$ cat config.mk
export PLATFORM = sky130hd
export DESIGN_NAME = tdc_channel_pll_trigger_config
export DESIGN_NICKNAME = d
export VERILOG_FILES = /design/src/verilog/tdc_cfg_pkg.sv /design/src/verilog/tdc_channel_pll_trigger_config.sv
export VERILOG_INCLUDE_DIRS = /design/src /design/src/verilog
export SDC_FILE = /design/constraint.sdc
export NUM_CORES = 1
export LEC_CHECK = 0
export BUFFER_PORTS_ARGS = -buffer_cell sky130_fd_sc_hd__buf_2
export CORE_MARGIN = 1.5
export CORE_UTILIZATION = 50
export CTS_CLUSTER_SIZE = 28
export DETAILED_ROUTE_END_ITERATION = 7
export MAX_ROUTING_LAYER = met4
export PLACE_DENSITY = 0.82
export SLEW_MARGIN = 0
export SYNTH_ARGS = -nofsm -noshare
export SYNTH_HDL_FRONTEND = slang
export SYNTH_SLANG_ARGS = --single-unit
$ cat constraint.sdc
create_clock -name core_clk -period 2.51 [get_ports core_clk]
set_clock_uncertainty 0.1 [all_clocks]
set_input_delay 0.251 -clock core_clk [delete_from_list [all_inputs] [get_ports core_clk]]
set_output_delay 0.251 -clock core_clk [all_outputs]
set_load 0.005 [all_outputs]
$ cat src/verilog/tdc_cfg_map.svh
// register indices, field positions and reset values of the config bank
`ifndef TDC_CFG_MAP_SVH
`define TDC_CFG_MAP_SVH

// register indices; byte address is four times the index
`define IDX_CH87        30'h0000_0005
`define IDX_REFDLY      30'h0000_0006
`define IDX_INIT        30'h0000_0007
`define IDX_TWIN        30'h0000_0008
`define IDX_TLAT        30'h0000_0009
`define IDX_PLL         30'h0000_000a

// storage slots
`define NUM_REGS        6
`define SLOT_CH87       3'h0
`define SLOT_REFDLY     3'h1
`define SLOT_INIT       3'h2
`define SLOT_TWIN       3'h3
`define SLOT_TLAT       3'h4
`define SLOT_PLL        3'h5

`define REG_RESET       16'h0000
`define RD_UNMAPPED     16'h0000
`define RD_PAD          16'h0000

// ahb-lite encodings
`define HTRANS_NONSEQ   2'h2
`define HRESP_OKAY      1'h0

// channel 8 / 7 register
`define R5_FALL8        15
`define R5_RISE8        14
`define R5_ADJ8_MSB     13
`define R5_ADJ8_LSB     8
`define R5_FALL7        7
`define R5_RISE7        6
`define R5_ADJ7_MSB     5
`define R5_ADJ7_LSB     0

// bus clock delay / reference register
`define R6_BCD_MSB      15
`define R6_BCD_LSB      12
`define R6_REFB_MSB     11
`define R6_REFB_LSB     6
`define R6_REFA_MSB     5
`define R6_REFA_LSB     0

// init / range / hit time register
`define R7_INIT         15
`define R7_RANGE_MSB    14
`define R7_RANGE_LSB    6
`define R7_HIT_MSB      5
`define R7_HIT_LSB      0

// pll and diagnosis register
`define R10_DIAG1       15
`define R10_TESTPLL     14
`define R10_OPEN        13
`define R10_NEG         12
`define R10_RADJ        11
`define R10_REFDIV_MSB  10
`define R10_REFDIV_LSB  8
`define R10_HSDIV_MSB   7
`define R10_HSDIV_LSB   0

`endif

$ cat src/verilog/tdc_cfg_pkg.sv
// types shared by the channel, pll and trigger config bank
package tdc_cfg_pkg;

  typedef struct packed {
    logic       falling_edge_en_ch8;
    logic       rising_edge_en_ch8;
    logic [5:0] fine_delay_ch8;
    logic       falling_edge_en_ch7;
    logic       rising_edge_en_ch7;
    logic [5:0] fine_delay_ch7;
    logic [3:0] bus_clk_delay;
    logic [5:0] fine_delay_ref_b;
    logic [5:0] fine_delay_ref_a;
    logic       init_done;
    logic [8:0] sync_range;
    logic [5:0] hit_strobe_time;
    logic [15:0] trig_win_width;
    logic [15:0] trig_win_latency;
    logic       diag_select_1;
    logic       pll_diag_en;
    logic       pll_loop_open;
    logic       pll_phase_invert;
    logic       res_adjust_en;
    logic [2:0] ref_clk_div;
    logic [7:0] hs_fb_div;
  } cfg_t;

  typedef logic [15:0] reg_word_t;
  typedef logic [2:0]  slot_t;

endpackage

$ cat src/verilog/tdc_channel_pll_trigger_config.sv
// ahb-lite register bank for channel, pll and trigger configuration
//
// The implementer's own choice: register access over AHB-Lite.
`include "tdc_cfg_map.svh"

module tdc_channel_pll_trigger_config (
  // clock and reset
  input  wire logic              core_clk,
  input  wire logic              rst,
  // ahb-lite slave
  input  wire logic              hsel,
  input  wire logic [31:0]       haddr,
  input  wire logic [1:0]        htrans,
  input  wire logic              hwrite,
  input  wire logic [2:0]        hsize,
  input  wire logic [31:0]       hwdata,
  input  wire logic              hready,
  output logic      [31:0]       hrdata,
  output logic                   hreadyout,
  output logic                   hresp,
  // configuration to the measurement core
  output tdc_cfg_pkg::cfg_t      cfg
);
  import tdc_cfg_pkg::*;

  reg_word_t regs_ff [`NUM_REGS];
  logic      wr_pend_ff;
  slot_t     wr_slot_ff;
  logic [31:0] hrdata_ff;
  logic      hreadyout_ff;
  logic      hresp_ff;

  logic      acc;
  logic      acc_hit;
  slot_t     acc_slot;
  reg_word_t nxt_rd;

  // only single word transfers are issued, so hsize is not decoded
  assign acc = hsel & hready & (htrans == `HTRANS_NONSEQ);

  always_comb begin
    acc_hit  = 1'b1;
    acc_slot = `SLOT_CH87;
    if (haddr[31:2] == `IDX_CH87) begin
      acc_slot = `SLOT_CH87;
    end else if (haddr[31:2] == `IDX_REFDLY) begin
      acc_slot = `SLOT_REFDLY;
    end else if (haddr[31:2] == `IDX_INIT) begin
      acc_slot = `SLOT_INIT;
    end else if (haddr[31:2] == `IDX_TWIN) begin
      acc_slot = `SLOT_TWIN;
    end else if (haddr[31:2] == `IDX_TLAT) begin
      acc_slot = `SLOT_TLAT;
    end else if (haddr[31:2] == `IDX_PLL) begin
      acc_slot = `SLOT_PLL;
    end else begin
      acc_hit = 1'b0;
    end
  end

  // write address phase is held until data arrives one cycle later
  always_ff @(posedge core_clk) begin
    if (rst) begin
      wr_pend_ff <= 1'b0;
      wr_slot_ff <= `SLOT_CH87;
    end else begin
      wr_pend_ff <= acc & hwrite & acc_hit;
      wr_slot_ff <= acc_slot;
    end
  end

  // storage; unmapped writes are dropped
  always_ff @(posedge core_clk) begin
    if (rst) begin
      for (int i = 0; i < `NUM_REGS; i++) begin
        regs_ff[i] <= `REG_RESET;
      end
    end else if (wr_pend_ff) begin
      regs_ff[wr_slot_ff] <= hwdata[15:0];
    end
  end

  // read directly after a write to the same word sees the new data
  always_comb begin
    nxt_rd = `RD_UNMAPPED;
    if (acc_hit) begin
      if (wr_pend_ff && (wr_slot_ff == acc_slot)) begin
        nxt_rd = hwdata[15:0];
      end else begin
        nxt_rd = regs_ff[acc_slot];
      end
    end
  end

  always_ff @(posedge core_clk) begin
    if (rst) begin
      hrdata_ff <= {`RD_PAD, `RD_UNMAPPED};
    end else if (acc && !hwrite) begin
      hrdata_ff <= {`RD_PAD, nxt_rd};
    end
  end

  // zero wait states, always okay
  always_ff @(posedge core_clk) begin
    if (rst) begin
      hreadyout_ff <= 1'b1;
      hresp_ff     <= `HRESP_OKAY;
    end else begin
      hreadyout_ff <= 1'b1;
      hresp_ff     <= `HRESP_OKAY;
    end
  end

  assign hrdata    = hrdata_ff;
  assign hreadyout = hreadyout_ff;
  assign hresp     = hresp_ff;

  // field fan-out, wired straight from the stored words
  assign cfg.falling_edge_en_ch8 =
    regs_ff[`SLOT_CH87][`R5_FALL8];
  assign cfg.rising_edge_en_ch8 =
    regs_ff[`SLOT_CH87][`R5_RISE8];
  assign cfg.fine_delay_ch8 =
    regs_ff[`SLOT_CH87][`R5_ADJ8_MSB:`R5_ADJ8_LSB];
  assign cfg.falling_edge_en_ch7 =
    regs_ff[`SLOT_CH87][`R5_FALL7];
  assign cfg.rising_edge_en_ch7 =
    regs_ff[`SLOT_CH87][`R5_RISE7];
  assign cfg.fine_delay_ch7 =
    regs_ff[`SLOT_CH87][`R5_ADJ7_MSB:`R5_ADJ7_LSB];
  assign cfg.bus_clk_delay =
    regs_ff[`SLOT_REFDLY][`R6_BCD_MSB:`R6_BCD_LSB];
  assign cfg.fine_delay_ref_b =
    regs_ff[`SLOT_REFDLY][`R6_REFB_MSB:`R6_REFB_LSB];
  assign cfg.fine_delay_ref_a =
    regs_ff[`SLOT_REFDLY][`R6_REFA_MSB:`R6_REFA_LSB];
  // the core treats 0 as not yet initialised
  assign cfg.init_done =
    regs_ff[`SLOT_INIT][`R7_INIT];
  assign cfg.sync_range =
    regs_ff[`SLOT_INIT][`R7_RANGE_MSB:`R7_RANGE_LSB];
  assign cfg.hit_strobe_time =
    regs_ff[`SLOT_INIT][`R7_HIT_MSB:`R7_HIT_LSB];
  assign cfg.trig_win_width = regs_ff[`SLOT_TWIN];
  assign cfg.trig_win_latency = regs_ff[`SLOT_TLAT];
  assign cfg.diag_select_1 =
    regs_ff[`SLOT_PLL][`R10_DIAG1];
  assign cfg.pll_diag_en =
    regs_ff[`SLOT_PLL][`R10_TESTPLL];
  assign cfg.pll_loop_open =
    regs_ff[`SLOT_PLL][`R10_OPEN];
  assign cfg.pll_phase_invert =
    regs_ff[`SLOT_PLL][`R10_NEG];
  assign cfg.res_adjust_en =
    regs_ff[`SLOT_PLL][`R10_RADJ];
  assign cfg.ref_clk_div =
    regs_ff[`SLOT_PLL][`R10_REFDIV_MSB:`R10_REFDIV_LSB];
  assign cfg.hs_fb_div =
    regs_ff[`SLOT_PLL][`R10_HSDIV_MSB:`R10_HSDIV_LSB];
endmodule

==> results.py <==
metrics = {
    "routing": {
        "drtIter0Drc": 645,
        "drc": 0,
        "wirelength_um": 16800,
        "wl_per_cell_um": 19.2,
        "vias_per_cell": 5.94,
        "final_antenna_net_count": 0,
        "vias": 5184,
        "drtPass1Iterations": 7,
    },
    "worst_setup_path": {
        "crit_path_max_incr_delay_ns": 0.55,
        "worstReg2RegEnd": "hrdata[7]",
        "required_ns": 2.73,
        "start_kind": "primary input",
        "end_kind": "flip-flop",
        "r2r_setup_slack_ns": 0.64,
        "slowest_stage": "a2111oi_0",
        "reg2reg_depth": 5,
        "path_class": "primary input to flip-flop",
        "timing.rr.start": "wr_slot_ff[1]",
        "arrival_ns": 2.37,
        "path_cells": "buf_2 -> nor4_4 -> and4_1 -> nand4_1 -> buf_4 -> a2111oi_0 -> a22oi_1 -> o31ai_1",
        "cp_max_fo": 16,
    },
    "timing": {
        "final_max_slew_viol_count": 0,
        "worstMarginPinSlew_ns": 1.18,
        "rsz0062_at_grt": "no",
        "finalSetupViolCount": 0,
        "fin_crit_ns": 2.14,
        "slew_headroom_pct": 20.9,
        "hold_viol": 0,
        "period_share_pct": 85.4,
        "tns_ns": 0,
        "max_freq_mhz": 466,
    },
    "place": {
        "dp.cells": 839,
        "portBuffers": 164,
        "gp_congestion": 1.01,
        "dpl.hpwl_um": 11800,
        "place_area_um2": 6800,
    },
    "floorplanning": {
        "die_x_um": 111,
        "initial_utilization_pct": 51.0,
        "die_h_um": 111,
        "io_pins": 204,
        "core_um2": 11400,
        "num_rows": 39,
        "fp.dieArea_um2": 12300,
    },
    "cts": {
        "cts_htree_levels": 4,
        "clk_path_buf_depth": 2,
        "cts_sinks": 116,
        "hold_buffers": 1,
        "cts.clk_slew.worst_paths_ns": 0.06,
        "cts_buffers": 17,
        "cts_tree": "done",
        "cts_root_buffer": "clkbuf_16",
        "post_cts_buffers": 0,
        "cts_resized": 0,
        "worstSkewPairLatency_ns": 0.42,
    },
    "global_route": {
        "grt_pass1_wl_um": 25800,
        "antenna_found_initial": 1,
        "grt_usage_pct": 28.0,
        "grt_max_degree": 34,
        "overflow": 0,
        "grt_pass1_vias": 4853,
    },
    "power_and_ir_drop": {
        "power_density_nw_per_um2": 652,
        "power_mw": 4.82,
        "ir_drop_mv": 0.394,
        "leakage_nw": 3.10,
    },
    "synthesis": {
        "synth_edf_count": 96,
        "yosysWarningCount": 0,
        "synth_compound_area_share_pct": 12.9,
        "synthCells": 544,
        "synth_xor_area_share_pct": 0.151,
        "muxShareOfSynthArea_pct": 2.91,
        "synthArstFlopShare_pct": 0,
        "syn-mean-instance-area_um2": 10.7,
        "synthFlopType": "edfxtp_1",
        "yosysTopAreaCell": "edfxtp_1",
        "ys_ff_latch": 116,
        "synth.area.top_cells": "edfxtp_1, dfxtp_1, nor2_1",
        "synth_area_um2": 5800,
        "synth_commonest_cells": "nor2_1, edfxtp_1, nand2_1",
        "synth-simple-area-share_pct": 20.8,
        "yosysSeqAreaShare_pct": 56.6,
        "yosys.area.top_type_share_pct": 49.7,
        "synthAdderAreaFrac_pct": 0,
        "yosysMostFrequentCell": "nor2_1",
        "synth_cell_types": 44,
        "synth_top_family_by_area": "simple AND/OR/NAND/NOR gates",
    },
    "finish": {
        "finalNonFillerCells": 873,
        "drive_above_1_share_pct": 35.3,
        "finish.utilization_pct": 65.0,
        "fin_nets": 790,
        "final_area_um2": 7390,
        "area_growth_pct": 27.5,
    },
    "min_path": {
        "min_from": "hready",
        "min_to": "wr_pend_ff",
        "whs_path_depth": 3,
        "min_path_type": "primary input to flip-flop",
    },
    "run": {
        "cap_violations": 0,
    },
    "status": {
        "status": "complete, no violations",
    },
}
cell type report:
type | instances | area, um2
Multi-Input combinational cell | 368 | 2200
Timing Repair Buffer | 193 | 1070
Antenna cell | 1 | 2.50
Clock buffer | 17 | 425
Inverter | 20 | 75.1
Tap cell | 143 | 179
Clock inverter | 15 | 156
Fill cell | 854 | 3980
Sequential cell | 116 | 3280
where the power goes:
| part | switching, mW | internal [mW] |
|---|---|---|
| Combinational | 0.161 | 0.119 |
| Sequential | 0.0415 | 2.15 |
| Clock | 0.889 | 1.46 |
logic make-up after synthesis:
family,after synthesis
and+or+nand+nor,242
DFF,116
AOI/OAI and AO/OA,92
buffers and inverters,76
muxes,15
other,2
xor gates and xnor gates,1
how the worst max path moves through the flow:
stage	to	slack (ns)	cells after the start	startpoint
floorplan	hrdata[10]	0.26	8	haddr[27]
global placement	hrdata[1]	0.17	7	haddr[19]
detailed placement	hrdata[15]	0.09	7	haddr[27]
CTS	hrdata[13]	0.42	8	haddr[27]
global route	hrdata[3]	0.13	8	haddr[27]
finish	hrdata[3]	0.37	8	haddr[19]
metal layers:
| layer | GRT usage (%) | wire [um] |
|---|---|---|
| met3 | 7.76 | 1910 |
| met5 | - | 0 |
| met4 | 9.74 | 495 |
| met1 | 35.8 | 6480 |
| met2 | 43.2 | 7870 |
state kept, by name, indices dropped and copies added (netlist names):
| signal | flops |
|---|---|
| regs_ff | 96 |
| hrdata | 16 |
| wr_slot_ff | 3 |
| wr_pend_ff | 1 |
metrics by stage:
step / hold WS, ns / setup WS, ns
after floorplan: 0.284 / 0.259
after global placement: 0.374 / 0.169
after detailed placement: 0.392 / 0.0916
after CTS: 0.0138 / 0.423
after global routing: 0.0196 / 0.128
final: 0.0202 / 0.366
cell usage in the layout, fill, tap and decap left out, drive strengths merged, types with 17 or more instances in the layout:
| cell | count |
|---|---|
| buf | 192 |
| nor2 | 103 |
| edfxtp | 96 |
| nand2 | 69 |
| inv | 23 |
| dfxtp | 20 |
| conb | 18 |
| o31ai | 18 |
| and4 | 17 |
| and3 | 17 |
| clkbuf | 17 |
critical path: cells and delay by family:
kind	cells	cell delay, ns
AOI/OAI and AO/OA	3	0.83
buffers and inverters	2	0.35
and+or+nand+nor	3	0.91
No activity file was read; power rests on OpenSTA's default activity.
